--- config.mk ---
export PLATFORM = sky130hd
export DESIGN_NAME = drive_fault_supervisor
export DESIGN_NICKNAME = d
export VERILOG_FILES = /design/src/logic/drive_fault_pkg.sv /design/src/logic/drive_fault_supervisor.sv
export VERILOG_INCLUDE_DIRS = /design/src /design/src/logic
export SDC_FILE = /design/constraint.sdc
export NUM_CORES = 1
export LEC_CHECK = 0
export BUFFER_PORTS_ARGS = -buffer_cell sky130_fd_sc_hd__buf_2
export CAP_MARGIN = 20
export CORE_MARGIN = 2
export CORE_UTILIZATION = 45
export DETAILED_ROUTE_END_ITERATION = 7
export PLACE_DENSITY_LB_ADDON = 0.05
export SKIP_LAST_GASP = 1
export SLEW_MARGIN = 40
export SYNTH_ARGS = -nofsm -noshare
export SYNTH_HDL_FRONTEND = slang
export SYNTH_SLANG_ARGS = --single-unit
--- constraint.sdc ---
create_clock -name clk -period 6.5 [get_ports clk]
set_input_delay 0.975 -clock clk [delete_from_list [all_inputs] [get_ports clk]]
set_output_delay 0.975 -clock clk [all_outputs]
set_load 0.005 [all_outputs]
--- src/logic/drive_fault_supervisor_cfg.svh ---
/*
 Constants of the drive fault supervisor: offsets, reset values, timing.
 Assumes a 50 MHz system clock and an APB master with 32-bit data.
*/
`ifndef DRIVE_FAULT_SUPERVISOR_CFG_SVH
`define DRIVE_FAULT_SUPERVISOR_CFG_SVH

// Register byte offsets
`define A_ACT4      8'h00
`define A_CONTSEL   8'h04
`define A_STANDBY   8'h08
`define A_SENSOR    8'h0C
`define A_HOT_THR   8'h10
`define A_WARN_THR  8'h14
`define A_OFF_EN    8'h18
`define A_OFF_LVL   8'h1C
`define A_OFF_TIME  8'h20
`define A_OSP_MRG   8'h24
`define A_OSP_TIME  8'h28
`define A_DEV_MRG   8'h2C
`define A_DEV_TIME  8'h30
`define A_STATUS    8'h34
`define A_MASK      8'h38
`define A_LIVE      8'h3C

// Reset values (times in 0.1 s, levels in 0.1 %)
`define R_ACT4      20'h00000
`define R_STANDBY   10'h3E8
`define R_HOT_THR   8'h6E
`define R_WARN_THR  8'h5A
`define R_OFF_LVL   10'h064
`define R_OFF_TIME  10'h00A
`define R_OSP_MRG   10'h0C8
`define R_OSP_TIME  10'h00A
`define R_DEV_MRG   10'h0C8
`define R_DEV_TIME  10'h032

// Full scale of maximum frequency, and 7 % of rated as a ratio
`define FULL_SCALE  12'h3E8
`define OFF_NUM     22'h000007
`define OFF_DEN     22'h000064

// Status bit positions
`define S_DEV   0
`define S_OSP   1
`define S_POS   2
`define S_LOAD  3
`define S_HOT   4
`define S_WARN  5
`define S_OFF   6
`define ST_W    7

// Supervision time unit in ns and clock period in ns
`define TIME_UNIT_NS 100000000
`define CLK_NS       20
`define TICK_CYC     (`TIME_UNIT_NS / `CLK_NS)

`endif

--- src/logic/drive_fault_pkg.sv ---
/*
 Types of the drive fault supervisor.
 Assumes nothing beyond a SystemVerilog compiler.
*/
package drive_fault_pkg;
	typedef enum logic [1:0] {ACT_COAST = 2'b00, ACT_RAMP = 2'b01, ACT_RUN = 2'b10} action_t;
	typedef enum logic [2:0] {
		CF_CURRENT = 3'b000,
		CF_SET     = 3'b001,
		CF_UPPER   = 3'b010,
		CF_LOWER   = 3'b011,
		CF_STANDBY = 3'b100
	} cont_sel_t;
	typedef enum logic [1:0] {SNS_NONE = 2'b00, SNS_PT100 = 2'b01, SNS_PT1000 = 2'b10} sensor_t;
	typedef enum logic {OFF_IDLE = 1'b0, OFF_ACTIVE = 1'b1} off_state_t;
endpackage

--- src/logic/drive_fault_supervisor.sv ---
/*
 Fault supervisor of a motor drive: thresholds, duration timers, fault
 actions and the running frequency after a tolerated fault, APB registers.
 Assumes measurements synchronous to clk; frequencies in 0.1 % of maximum.
*/
// Implementation choices: the APB register port and the address map.
`timescale 1ns/1ns
`include "drive_fault_supervisor_cfg.svh"
module drive_fault_supervisor #(
	parameter int TICK_CYCLES = `TICK_CYC
)(
	input  wire logic        clk,
	input  wire logic        reset_n,
	input  wire logic        psel,
	input  wire logic        penable,
	input  wire logic        pwrite,
	input  wire logic [7:0]  paddr,
	input  wire logic [31:0] pwdata,
	output logic      [31:0] prdata,
	output logic             pready,
	output logic             pslverr,
	input  wire logic        running,
	input  wire logic [9:0]  outCurrent,
	input  wire logic [10:0] actualSpeed,
	input  wire logic [10:0] setFreq,
	input  wire logic [10:0] upperFreq,
	input  wire logic [10:0] lowerFreq,
	input  wire logic [10:0] ratedFreq,
	input  wire logic [7:0]  motorTemp,
	input  wire logic        initialPositionFault,
	input  wire logic        loadLossFault,
	output logic      [10:0] freqCmd,
	output logic             coastStop,
	output logic             rampStop,
	output logic             overheatWarn,
	output logic             irq
);
	import drive_fault_pkg::*;

	// ------------------------------------------------------------
	// Configuration registers
	// ------------------------------------------------------------
	logic [19:0] act4_r, act4_nxt;
	cont_sel_t   contSel_r, contSel_nxt;
	logic [9:0]  standby_r, standby_nxt;
	sensor_t     sensor_r, sensor_nxt;
	logic [7:0]  hotThr_r, hotThr_nxt, warnThr_r, warnThr_nxt;
	logic        offEn_r, offEn_nxt;
	logic [9:0]  offLvl_r, offLvl_nxt, offTime_r, offTime_nxt;
	logic [9:0]  ospMrg_r, ospMrg_nxt, ospTime_r, ospTime_nxt;
	logic [9:0]  devMrg_r, devMrg_nxt, devTime_r, devTime_nxt;
	logic [`ST_W-1:0] status_r, status_nxt, mask_r, mask_nxt, stSet;
	logic [31:0] prdata_nxt;
	logic        wrEn, rdEn, hit;
	off_state_t  offState_r, offState_nxt;
	logic [4:0]  faultAct_r, faultAct_nxt;

	assign wrEn = psel && penable && pwrite;
	assign rdEn = psel && !penable;
	assign pready = 1'b1;
	assign pslverr = psel && penable && !hit;

	// Address decode and read data mux, read data captured in setup phase
	always_comb
	begin
		hit = 1'b1;
		prdata_nxt = prdata;
		case (paddr)
			`A_ACT4:     prdata_nxt = {12'h000, act4_r};
			`A_CONTSEL:  prdata_nxt = {29'h0, contSel_r};
			`A_STANDBY:  prdata_nxt = {22'h0, standby_r};
			`A_SENSOR:   prdata_nxt = {30'h0, sensor_r};
			`A_HOT_THR:  prdata_nxt = {24'h0, hotThr_r};
			`A_WARN_THR: prdata_nxt = {24'h0, warnThr_r};
			`A_OFF_EN:   prdata_nxt = {31'h0, offEn_r};
			`A_OFF_LVL:  prdata_nxt = {22'h0, offLvl_r};
			`A_OFF_TIME: prdata_nxt = {22'h0, offTime_r};
			`A_OSP_MRG:  prdata_nxt = {22'h0, ospMrg_r};
			`A_OSP_TIME: prdata_nxt = {22'h0, ospTime_r};
			`A_DEV_MRG:  prdata_nxt = {22'h0, devMrg_r};
			`A_DEV_TIME: prdata_nxt = {22'h0, devTime_r};
			`A_STATUS:   prdata_nxt = {25'h0, status_r};
			`A_MASK:     prdata_nxt = {25'h0, mask_r};
			`A_LIVE:     prdata_nxt = {15'h0000, freqCmd, offState_r, faultAct_r};
			default:     hit = 1'b0;
		endcase
		if (!rdEn)
			prdata_nxt = prdata;
		else if (!hit)
			prdata_nxt = 32'h0;
	end

	// Register writes; status bits set by events, cleared by writing one
	always_comb
	begin
		act4_nxt = act4_r;
		contSel_nxt = contSel_r;
		standby_nxt = standby_r;
		sensor_nxt = sensor_r;
		hotThr_nxt = hotThr_r;
		warnThr_nxt = warnThr_r;
		offEn_nxt = offEn_r;
		offLvl_nxt = offLvl_r;
		offTime_nxt = offTime_r;
		ospMrg_nxt = ospMrg_r;
		ospTime_nxt = ospTime_r;
		devMrg_nxt = devMrg_r;
		devTime_nxt = devTime_r;
		mask_nxt = mask_r;
		status_nxt = status_r;
		if (wrEn)
		begin
			case (paddr)
				`A_ACT4:     act4_nxt = pwdata[19:0];
				`A_CONTSEL:  contSel_nxt = cont_sel_t'(pwdata[2:0]);
				`A_STANDBY:  standby_nxt = pwdata[9:0];
				`A_SENSOR:   sensor_nxt = sensor_t'(pwdata[1:0]);
				`A_HOT_THR:  hotThr_nxt = pwdata[7:0];
				`A_WARN_THR: warnThr_nxt = pwdata[7:0];
				`A_OFF_EN:   offEn_nxt = pwdata[0];
				`A_OFF_LVL:  offLvl_nxt = pwdata[9:0];
				`A_OFF_TIME: offTime_nxt = pwdata[9:0];
				`A_OSP_MRG:  ospMrg_nxt = pwdata[9:0];
				`A_OSP_TIME: ospTime_nxt = pwdata[9:0];
				`A_DEV_MRG:  devMrg_nxt = pwdata[9:0];
				`A_DEV_TIME: devTime_nxt = pwdata[9:0];
				`A_STATUS:   status_nxt = status_r & ~pwdata[`ST_W-1:0];
				`A_MASK:     mask_nxt = pwdata[`ST_W-1:0];
				default:     ;
			endcase
		end
		status_nxt = status_nxt | stSet;
	end

	// Register bank
	always_ff @(posedge clk or negedge reset_n)
	begin
		if (!reset_n)
		begin
			prdata <= 32'h0;
			act4_r <= `R_ACT4;
			contSel_r <= CF_CURRENT;
			standby_r <= `R_STANDBY;
			sensor_r <= SNS_NONE;
			hotThr_r <= `R_HOT_THR;
			warnThr_r <= `R_WARN_THR;
			offEn_r <= 1'b0;
			offLvl_r <= `R_OFF_LVL;
			offTime_r <= `R_OFF_TIME;
			ospMrg_r <= `R_OSP_MRG;
			ospTime_r <= `R_OSP_TIME;
			devMrg_r <= `R_DEV_MRG;
			devTime_r <= `R_DEV_TIME;
			status_r <= '0;
			mask_r <= '0;
		end
		else
		begin
			prdata <= prdata_nxt;
			act4_r <= act4_nxt;
			contSel_r <= contSel_nxt;
			standby_r <= standby_nxt;
			sensor_r <= sensor_nxt;
			hotThr_r <= hotThr_nxt;
			warnThr_r <= warnThr_nxt;
			offEn_r <= offEn_nxt;
			offLvl_r <= offLvl_nxt;
			offTime_r <= offTime_nxt;
			ospMrg_r <= ospMrg_nxt;
			ospTime_r <= ospTime_nxt;
			devMrg_r <= devMrg_nxt;
			devTime_r <= devTime_nxt;
			status_r <= status_nxt;
			mask_r <= mask_nxt;
		end
	end

	assign irq = |(status_r & mask_r);

	// ------------------------------------------------------------
	// Comparators and duration timers
	// ------------------------------------------------------------
	logic [31:0] tick_r, tick_nxt;
	logic        tick;
	logic [10:0] tmr_r [3], tmr_nxt [3];
	logic [2:0]  cond, expired;
	logic [9:0]  lim [3];
	logic [10:0] devAbs;
	logic        hotCond, warnCond;

	assign tick = (tick_r == 32'(TICK_CYCLES - 1));
	assign devAbs = (actualSpeed >= setFreq) ? actualSpeed - setFreq : setFreq - actualSpeed;
	assign lim[0] = offTime_r;
	assign lim[1] = ospTime_r;
	assign lim[2] = devTime_r;
	assign hotCond = (sensor_r != SNS_NONE) && (motorTemp > hotThr_r);
	assign warnCond = (sensor_r != SNS_NONE) && (motorTemp > warnThr_r);

	// Conditions and timers counting 0.1 s ticks, saturating past the limit
	always_comb
	begin
		tick_nxt = tick ? 32'h0 : tick_r + 32'h1;
		cond[0] = offEn_r && running && offState_r == OFF_IDLE
			&& outCurrent < offLvl_r;
		cond[1] = (ospTime_r != 10'h0)
			&& {1'b0, actualSpeed} > `FULL_SCALE + {2'b00, ospMrg_r};
		cond[2] = (devTime_r != 10'h0) && devAbs > {1'b0, devMrg_r};
		for (int i = 0; i < 3; i++)
		begin
			if (!cond[i])
				tmr_nxt[i] = 11'h0;
			else if (tick && tmr_r[i] <= {1'b0, lim[i]})
				tmr_nxt[i] = tmr_r[i] + 11'h1;
			else
				tmr_nxt[i] = tmr_r[i];
			expired[i] = cond[i] && tmr_r[i] > {1'b0, lim[i]};
		end
	end

	// Tick prescaler and timer registers
	always_ff @(posedge clk or negedge reset_n)
	begin
		if (!reset_n)
		begin
			tick_r <= 32'h0;
			for (int i = 0; i < 3; i++)
				tmr_r[i] <= 11'h0;
		end
		else
		begin
			tick_r <= tick_nxt;
			for (int i = 0; i < 3; i++)
				tmr_r[i] <= tmr_nxt[i];
		end
	end

	// ------------------------------------------------------------
	// Fault latches, actions and frequency command
	// ------------------------------------------------------------
	logic [4:0]  detect;
	logic [3:0]  isCoast, isRamp, isRun;
	logic        tolerating, warn_r, warn_nxt;
	logic [10:0] freq_nxt, offFreq;
	logic [21:0] offProd;

	assign detect = {hotCond, loadLossFault, initialPositionFault, expired[1], expired[2]};
	assign offProd = {11'h0, ratedFreq} * `OFF_NUM / `OFF_DEN;
	assign offFreq = offProd[10:0];

	// Decode the four low action digits of the selector; the top digit is unused
	always_comb
	begin
		for (int i = 0; i < 4; i++)
		begin
			isRamp[i] = act4_r[4*i +: 4] == 4'h1;
			isRun[i] = act4_r[4*i +: 4] == 4'h2;
			isCoast[i] = !isRamp[i] && !isRun[i];
		end
	end

	assign coastStop = |(faultAct_r[3:0] & isCoast) || faultAct_r[4];
	assign rampStop = !coastStop && |(faultAct_r[3:0] & isRamp);
	assign tolerating = running && !coastStop && !rampStop
		&& |(faultAct_r[3:0] & isRun);

	// Faults latch until the drive stops; off-load state; frequency choice
	always_comb
	begin
		faultAct_nxt = running ? (faultAct_r | detect) : detect;
		warn_nxt = warnCond;
		offState_nxt = offState_r;
		case (offState_r)
			OFF_IDLE:
				if (expired[0])
					offState_nxt = OFF_ACTIVE;
			OFF_ACTIVE:
				if (!offEn_r || !running || outCurrent >= offLvl_r)
					offState_nxt = OFF_IDLE;
			default: offState_nxt = OFF_IDLE;
		endcase
		freq_nxt = setFreq;
		if (tolerating)
		begin
			case (contSel_r)
				CF_CURRENT: freq_nxt = freqCmd;
				CF_SET:     freq_nxt = setFreq;
				CF_UPPER:   freq_nxt = upperFreq;
				CF_LOWER:   freq_nxt = lowerFreq;
				CF_STANDBY: freq_nxt = {1'b0, standby_r};
				default:    freq_nxt = freqCmd;
			endcase
		end
		else if (offState_r == OFF_ACTIVE)
			freq_nxt = offFreq;
		stSet = {offState_nxt == OFF_ACTIVE && offState_r == OFF_IDLE,
			warn_nxt && !warn_r, detect & ~faultAct_r};
	end

	// Fault, warning, off-load and frequency registers
	always_ff @(posedge clk or negedge reset_n)
	begin
		if (!reset_n)
		begin
			faultAct_r <= 5'h00;
			warn_r <= 1'b0;
			offState_r <= OFF_IDLE;
			freqCmd <= 11'h000;
		end
		else
		begin
			faultAct_r <= faultAct_nxt;
			warn_r <= warn_nxt;
			offState_r <= offState_nxt;
			freqCmd <= freq_nxt;
		end
	end

	assign overheatWarn = warn_r;

	// ------------------------------------------------------------
	// Assertions
	// ------------------------------------------------------------
	property p_hot;
		@(posedge clk) disable iff (!reset_n) hotCond |=> coastStop;
	endproperty
	a_hot: assert property (p_hot) else $error("overheat not coasting");

	property p_warn;
		@(posedge clk) disable iff (!reset_n) warnCond |=> overheatWarn;
	endproperty
	a_warn: assert property (p_warn) else $error("warning missing");

	property p_ospOff;
		@(posedge clk) disable iff (!reset_n)
		(ospTime_r == 10'h0 && !faultAct_r[1]) |=> !faultAct_r[1];
	endproperty
	a_ospOff: assert property (p_ospOff) else $error("overspeed while off");

	property p_devOff;
		@(posedge clk) disable iff (!reset_n)
		(devTime_r == 10'h0 && !faultAct_r[0]) |=> !faultAct_r[0];
	endproperty
	a_devOff: assert property (p_devOff) else $error("deviation while off");

	property p_restart;
		@(posedge clk) disable iff (!reset_n) !cond[2] |=> tmr_r[2] == 11'h0;
	endproperty
	a_restart: assert property (p_restart) else $error("timer not restarted");

	property p_ospRaise;
		@(posedge clk) disable iff (!reset_n)
		running && cond[1] && tmr_r[1] > {1'b0, ospTime_r} |=> faultAct_r[1];
	endproperty
	a_ospRaise: assert property (p_ospRaise) else $error("overspeed missed");

	property p_contSet;
		@(posedge clk) disable iff (!reset_n)
		tolerating && contSel_r == CF_SET |=> freqCmd == $past(setFreq);
	endproperty
	a_contSet: assert property (p_contSet) else $error("wrong continue freq");

	property p_offFreq;
		@(posedge clk) disable iff (!reset_n)
		offState_r == OFF_ACTIVE && !tolerating |=> freqCmd == $past(offFreq);
	endproperty
	a_offFreq: assert property (p_offFreq) else $error("off-load freq wrong");

	property p_recover;
		@(posedge clk) disable iff (!reset_n)
		offState_r == OFF_ACTIVE && outCurrent >= offLvl_r |=> offState_r == OFF_IDLE;
	endproperty
	a_recover: assert property (p_recover) else $error("no recovery");

	property p_offDis;
		@(posedge clk) disable iff (!reset_n) !offEn_r |=> offState_r == OFF_IDLE;
	endproperty
	a_offDis: assert property (p_offDis) else $error("off-load while off");

	c_tol: cover property (@(posedge clk) disable iff (!reset_n) tolerating);
	c_off: cover property (@(posedge clk) disable iff (!reset_n) offState_r == OFF_ACTIVE);
	c_ramp: cover property (@(posedge clk) disable iff (!reset_n) rampStop);
endmodule

Word level (Yosys, flattened, before mapping)
Cells that the tools add are included.
{"block": "word_totals", "regBits": 241, "word_cells": 179}
{"block": "classes", "n_mul": 1, "n_eq_ne": 33, "n_addsub": 7, "div": 1, "n_bitwise": 11, "n_reduce_logical": 69, "n_mux": 20, "magnitude_cmp": 13}
{"operator": "32-bit one-hot mux with 16 select lines", "n": 1}
{"operator": "11-bit 2-to-1 mux", "n": 9}
{"operator": "8-bit by 6-bit == test with 1-bit output (second input constant)", "n": 8}
{"operator": "32-bit 2-to-1 mux", "n": 2}
{"operator": "11-bit by 10-bit greater-than comparator with 1-bit output", "n": 4}
{"operator": "11-bit one-hot mux with 4 select lines", "n": 1}
{"operator": "11-bit by 1-bit adder with 11-bit output (second input constant)", "n": 3}
{"operator": "11-bit by 10-bit <= comparator with 1-bit output", "n": 3}
{"operator": "32-bit by 1-bit adder with 32-bit output (second input constant)", "n": 1}
{"operator": "32-bit by 23-bit == test with 1-bit output (second input constant)", "n": 1}
{"operator": "8-bit by 5-bit == test with 1-bit output (second input constant)", "n": 4}
{"operator": "2-bit AND reduction", "n": 15}
{"operator": "1-bit logical AND", "n": 27}
{"operator": "14-bit by 7-bit divider with 22-bit output (second input constant)", "n": 1}
{"operator": "11-bit subtractor", "n": 2}
{"operator": "10-bit nonzero test", "n": 2}
{"operator": "17-bit by 1-bit inequality test with 1-bit output (second input constant)", "n": 1}
{"operator": "4-bit by 1-bit == test with 1-bit output (second input constant)", "n": 4}
{"operator": "4-bit by 2-bit == test with 1-bit output (second input constant)", "n": 4}
{"operator": "8-bit by 4-bit == test with 1-bit output (second input constant)", "n": 2}
{"operator": "8-bit greater-than comparator", "n": 2}
{"operator": "16-bit OR reduction", "n": 1}
{"operator": "1-bit logical NOT", "n": 15}
{"operator": "7-bit AND", "n": 2}
{"operator": "28 further kinds", "n": 40}

Longest topological paths before layout
Gate-level depths: netlist of the first run.
{"block": "logic_depth", "word_depth": 12, "depth_mapped": 36}

Worst setup path before layout of the first run
OpenSTA, ideal clock, no wires.
{"block": "synth_path", "path_type": "input to register", "start": "input ratedFreq[1]", "end": "register freqCmd[0]", "setup_time_ps": 130, "n_path_buf": 2, "stages": 32, "path_slack_ps": -1867, "arrival_time_ps": 8238, "t_required_ps": 6370, "cell_sequence": "inv_1 -> fa_1 -> inv_1 -> ha_1 -> a211oi_2 -> o21ai_4 -> and4_1 -> nor3_1 -> buf_2 -> nor3_1 -> nor2_1 -> ha_1 -> clkbuf_1 -> inv_1 -> a21oi_1 -> nand3_1 -> o211ai_1 -> nor2_1 -> mux2i_1 -> mux2i_2 -> nand2_1 -> a21oi_4 -> mux2i_2 -> a211oi_4 -> o31ai_4 -> xor2_2 -> o311ai_4 -> mux2_4 -> a311oi_1 -> nor3_2 -> xnor2_1 -> a31oi_1"}
{"block": "synth_between", "elab_chain_cells": 4}
{"element": "start, declared", "line_no": "drive_fault_supervisor.sv:28", "source": "input wire logic [10:0] ratedFreq,"}
{"element": "11-bit by 3-bit multiplier with 14-bit output (no line)"}
{"element": "14-bit by 7-bit divider with 22-bit output (no line)"}
{"element": "11-bit 2-to-1 mux", "line_no": "drive_fault_supervisor.sv:293", "source": "else if (offState_r == OFF_ACTIVE)"}
{"element": "11-bit 2-to-1 mux", "line_no": "drive_fault_supervisor.sv:282", "source": "if (tolerating)"}
{"element": "end signal, assigned", "line_no": "drive_fault_supervisor.sv:314", "source": "freqCmd <= freq_nxt;"}
{"element": "end, declared", "line_no": "drive_fault_supervisor.sv:32", "source": "output logic [10:0] freqCmd,"}
Every way passes these cells.
A chain may end at the register's enable or synchronous reset.

Worst setup path in the final report of the first run
{"block": "layout_path", "start": "input ratedFreq[0]", "end": "register freqCmd[0]"}
Same word-level chain as after synthesis.

==> impl_metrics.ini, run 1 <==
[yosys]
synth-edff-count = 0
synth_fa_ha_area_frac = 0.106
synth_top_flop_cell = dfrtp_1
yosys.area_share.simple = 0.164
synth_top_family_by_area = compound AO/OA/AOI/OAI gates
avgSynthCellArea_um2 = 9.45
synth_compound_area_frac = 0.184
syn_inst = 1762
yosys_warnings = 0
synthMuxAreaShare = 0.104
synth_cell_type_count = 107
syn-cell-area_mm2 = 0.0166
synth-seq-cells = 229
synthArstFlopShare = 1.00
yosysSeqAreaShare = 0.347
synth_xor_area_frac = 0.0494

[timing]
skew_ns = 0.0196
rsz0062_at_grt = yes
tightest_slew_ns = 0.857
fin_crit_sh = 1.11
setup_viol = 3
timing.fmax_mhz = 139
min_period_ns = 7.20
max-slew-margin-rel = 0.429
setup_ws_ns = -0.697
finalHoldViolations = 0
whs_ns = 0.338
slew_viol_final = 0

[setup_path]
worstSetupPathType = input pin to flip-flop
required_ns = 6.96
endpoint_kind = flip-flop
crit_top_cell = buf_4
critPathSlowestCell = fa_1
cp_top_family = compound AO/OA/AOI/OAI gates
cp-start-kind = input pin
crit_arrival_ns = 7.65
cpPeakStageDelay_ns = 0.53
path_max_fanout = 5
crit_buf_inv = 8

[drt]
first_iter_violations = 1308
wl_um = 56000
first_pass_iters = 7
viasPerCell = 5.82
drc = 0
wire_per_inst_um = 21.5
ant_nets = 0
vias = 15149

[global_routing]
grt_max_degree = 105
grt_pass1_vias = 14805
antenna_found_initial = 1
grt_overflow_total = 0
grtUsageTotal = 0.292
grt_pass1_wl_um = 86700

[floorplan]
die_area_mm2 = 0.0385
io_pins = 170
die_height_um = 196
die_w_um = 196
rows = 70
core_area_mm2 = 0.0365
start_util = 0.456

[outcome]
violations = negative setup slack
status = finished, violations left

[pwr]
power.internal_uw = 5110
vdd_drop_max_mv = 0.481
p_comb_frac = 0.637
p_sw_uw = 3380
clockPowerShare = 0.185
cellLeakagePower_uw = 0.00964
switching_share = 0.398
powerDensity_mw_per_mm2 = 406
p_seq_frac = 0.178

[layout]
finish.utilization = 0.573
layout_common_cells = buf_4 (222), dfrtp_1 (198), nor2_1 (144)
diodes = 0
area_growth_pct = 25.7
layoutNonFillerInstCount = 2601
fin_nets = 2365
layout_commonest_cell = buf_4
drive_gt1_frac = 0.323

[job]
cap_viol_max_count = 0

[clocking]
cts_tree = built
cts-hold-fix-buffers = 0
cts.sinks = 229
numCtsBuffers = 26
cts_root_buf = clkbuf_16
clockBufferDepth = 3
cts_max_level = 1
clock_insertion_delay_worst_skew_ns = 0.54
cts.clk_slew.worst_paths_ns = 0.06

[placed_design]
place_congestion = 0.956
port_buffers = 144
place_inst = 2527
hpwl_um = 44200

[min_path]
hold_path_class = input pin to asynchronous set/reset pin
[sequential cells by signal, summed over array words and instances, names as in the netlist, 11 cells and up]
register	flops
tmr_r	33
prdata	20
freqCmd	11
act4_r	20
tick_r	32
[worst paths after layout]
path | startpoint | end | slack [ns] | cells past startpoint
setup reg to reg | ospTime_r[1] | tmr_r[16] | 2.67 | 20
max in group asynchronous | reset_n | contSel_r[1] | 4.89 | 3
hold reg to reg | prdata[17] | prdata[17] | 0.47 | 2
hold / removal | reset_n | prdata[17] | 0.34 | 1
min in group clk | prdata[17] | prdata[17] | 0.47 | 2
setup / recovery | ratedFreq[0] | freqCmd[0] | -0.70 | 36
[area by class of cell]
class	count	area (µm²)
Tap cell	468	586
Clock inverter	11	166
Fill cell	3293	15600
Inverter	125	474
Timing Repair Buffer	375	2540
Clock buffer	37	753
Sequential cell	229	5770
Multi-Input combinational cell	1356	10600
[metal layers]
layer,GRT usage,wire (µm),vias to the layer above,share of wire
met2,0.476,25500,515,0.46
li1,-,-,7142,-
met1,0.411,25300,7395,0.45
met5,0,0,-,0
met4,0.0892,1720,0,0.031
met3,0.0303,3480,97,0.062
[cell families (layout without fill, tap and decap cells)]
kind of cell | after synthesis | after routing
mux | 156 | 156
flops | 229 | 229
buf+inv | 188 | 548
compound gates | 414 | 414
xor+xnor | 90 | 90
fa+ha+maj | 133 | 133
other cells | 2 | 13
simple gates | 550 | 550
[timing repair]
item,CTS,global route
pin swaps,27,15
setup endpoints to repair,3,3
gates resized for setup,32,24
buffers inserted,18,7
[power by group through the flow]
stage	logic [µW]	clock network [µW]	registers [µW]
2_1_floorplan	2980	0	1510
3_3_place_gp	4750	0	1530
3_5_place_dp	4790	0	1530
4_1_cts	5160	1600	1510
5_1_grt	5820	1660	1510
6_report	5410	1570	1510
[stage by stage]
stage	worst slack [ns]	area (µm²)	setup TNS, ns	total power (µW)
6_report	-0.697	20900	-1.61	8490
5_1_grt	-1.01	20900	-2.43	8990
4_1_cts	-0.731	20700	-1.69	8260
3_5_place_dp	-1.54	19500	-4.59	6320
3_3_place_gp	-1.44	19500	-4.23	6280
2_1_floorplan	-1.29	16900	-3.15	4490
[synthesized netlist by cell type (7+ instances only)]
| master | number | area (µm²) |
|---|---|---|
| a41oi_1 | 7 | 61.3 |
| a211o_1 | 7 | 61.3 |
| nand2b_1 | 26 | 163 |
| and3_1 | 15 | 93.8 |
| mux2i_1 | 21 | 210 |
| nor4_1 | 9 | 56.3 |
| inv_1 | 124 | 465 |
| nor3_1 | 32 | 160 |
| ha_1 | 118 | 1480 |
| a21o_1 | 24 | 180 |
| nand4_1 | 31 | 194 |
| clkbuf_1 | 44 | 165 |
| nand3_1 | 47 | 235 |
| a22oi_1 | 24 | 180 |
| and2_1 | 11 | 68.8 |
| dfstp_2 | 31 | 815 |
| o211ai_1 | 18 | 135 |
| nand2_1 | 141 | 529 |
| xnor2_1 | 42 | 368 |
| mux2_2 | 132 | 1490 |
| and4_1 | 8 | 70.1 |
| xor2_1 | 45 | 394 |
| a21oi_1 | 85 | 425 |
| o31ai_1 | 12 | 90.1 |
| o21ai_0 | 71 | 355 |
| a31oi_1 | 12 | 75.1 |
| or3_1 | 10 | 62.6 |
| a222oi_1 | 9 | 90.1 |
| a22o_1 | 16 | 140 |
| nor3b_1 | 7 | 52.6 |
| nor2b_1 | 29 | 181 |
| fa_1 | 13 | 260 |
| a221oi_1 | 30 | 263 |
| nor2_1 | 150 | 563 |
| buf_4 | 14 | 105 |
| dfrtp_1 | 198 | 4950 |
| o22ai_1 | 7 | 43.8 |
| a2111oi_0 | 7 | 61.3 |
No activity file was read; power rests on OpenSTA's default activity.
==> inputs of run 2 (changes only) <==
Settings changed: CORE_MARGIN 2 to 8, CORE_UTILIZATION 45 to 40.
==> impl_metrics.ini, run 2 (synthesized netlist as in run 1, its figures left out) <==
[pwr]
vdd_drop_max_mv = 0.360
finalPower_uw = 8210
cellLeakagePower_uw = 0.00953
powerDensity_mw_per_mm2 = 396

[setup_path]
cp-start-kind = input pin
path_max_fanout = 5
worstSetupPathType = input pin to flip-flop
crit_top_cell = buf_4
reg2regPathDepth = 20
cpPeakStageDelay_ns = 0.51
endpoint_kind = flip-flop
required_ns = 6.91
critPathSlowestCell = fa_1
crit_arrival_ns = 7.63

[layout]
layout_commonest_cell = buf_4
regMostFlops = tmr_r
fin_nets = 2348
diodes = 0
drive_gt1_frac = 0.316
area_growth_pct = 24.6
layout_common_cells = buf_4 (210), dfrtp_1 (198), buf_2 (142)
reg_top3 = tmr_r (33), tick_r (32)
fillers = 3878
largest_reg_flops = 33

[global_routing]
antenna_found_initial = 2
grt_overflow_total = 0
grt_pass1_vias = 15164
grt_max_degree = 121
grtUsageTotal = 0.239
grt_pass1_wl_um = 90300

[floorplan]
io_pins = 170
die_height_um = 220
start_util = 0.407
die_w_um = 220
die_area_mm2 = 0.0484
core_area_mm2 = 0.0409
rows = 74

[timing]
slew_viol_final = 0
max-slew-margin-rel = 0.453
setup_ws_ns = -0.724
finalHoldViolations = 0
fin_crit_sh = 1.11
rsz0062_at_grt = yes
timing.fmax_mhz = 138
min_period_ns = 7.22
tightest_slew_ns = 0.818
setup_viol = 3
skew_ns = 0.0156

[job]
cap_viol_max_count = 0

[placed_design]
place_congestion = 0.913
hpwl_um = 46200
post-place-ws_ns = -1.48
port_buffers = 144

[drt]
wire_per_inst_um = 22.0
viasPerCell = 5.67
wl_um = 58300
first_pass_iters = 5
first_iter_violations = 1240
drc = 0
ant_nets = 0
vias = 15012

[min_path]
hold_path_class = input pin to asynchronous set/reset pin

[outcome]
status = finished, violations left
violations = negative setup slack

[clocking]
cts-hold-fix-buffers = 0
numCtsBuffers = 25
cts.clk_slew.worst_paths_ns = 0.06
clockBufferDepth = 3
cts_max_level = 1
cts_root_buf = clkbuf_16
clock_insertion_delay_worst_skew_ns = 0.54
cts_tree = built
cts.sinks = 229
[run 2: cell count changes in the layout (fill, tap and decap cells not counted), sizes merged]
cell / previous run / this run
clkbuf: 37 / 31
buf: 375 / 359
inv: 124 / 125
clkinv: 5 / 8
[run 2: layout make-up]
| cell class | instances | area (µm²) | area share |
|---|---|---|---|
| Timing Repair Buffer | 359 | 2400 | 0.116 |
| Clock buffer | 31 | 688 | 0.0332 |
| Tap cell | 532 | 666 | 0.0321 |
| Sequential cell | 229 | 5770 | 0.278 |
| Inverter | 125 | 469 | 0.0226 |
| Clock inverter | 15 | 194 | 0.00935 |
| Multi-Input combinational cell | 1356 | 10500 | 0.509 |
[run 2: routing by layer]
layer  vias to the layer above  routed length [µm]  global-route usage
met4                         4                1780              0.0725
met1                      7407               26600               0.322
met3                       102                2900              0.0350
met5                         -                  23                   0
li1                       7088                   -                   -
met2                       411               27000               0.393
[run 2: where the power goes]
group | switching [µW] | internal [µW]
sequential | 46.4 | 1460
clock | 613 | 914
combinational | 2620 | 2550
[run 2: final timing paths]
check,from,end,slack (ns)
worst min register to register,prdata[18],prdata[18],0.47
worst max-delay path,ratedFreq[2],freqCmd[0],-0.72
worst min-delay path,reset_n,prdata[17],0.31
min in group clk,prdata[18],prdata[18],0.47
worst max register to register,ospTime_r[1],tmr_r[18],2.71
max in group asynchronous,reset_n,tmr_r[13],4.82
[run 2: worst max-delay path: cells and delay by family]
family	cells	cell delay (ns)
AO/OA/AOI/OAI	13	2.99
XOR/XNOR	2	0.28
adder cells (fa/ha/maj)	4	1.49
buffers and inverters	7	0.88
multiplexers	1	0.37
AND/OR/NAND/NOR	6	0.63
[run 2: through the flow]
stage / hold WS [ns] / instances / TNS [ns] / cell area, µm² / utilization
finish: 0.315 / 2647 / -1.72 / 20700 / 0.507
global route: 0.342 / 2647 / -2.81 / 20700 / 0.507
global placement: 0.452 / 2591 / -4.00 / 19600 / 0.479
CTS: 0.474 / 2646 / -1.78 / 20700 / 0.505
detailed placement: 0.459 / 2591 / -4.48 / 19600 / 0.479
floorplan: 0.447 / 1773 / -3.15 / 16900 / -
[run 2: repair_timing]
action                                  4_1_cts  5_1_grt
gates resized for setup                      21        9
pin swaps                                    25        7
endpoints found under the setup margin        3        3
hold endpoints to repair                      0        0
buffers inserted                              9        0
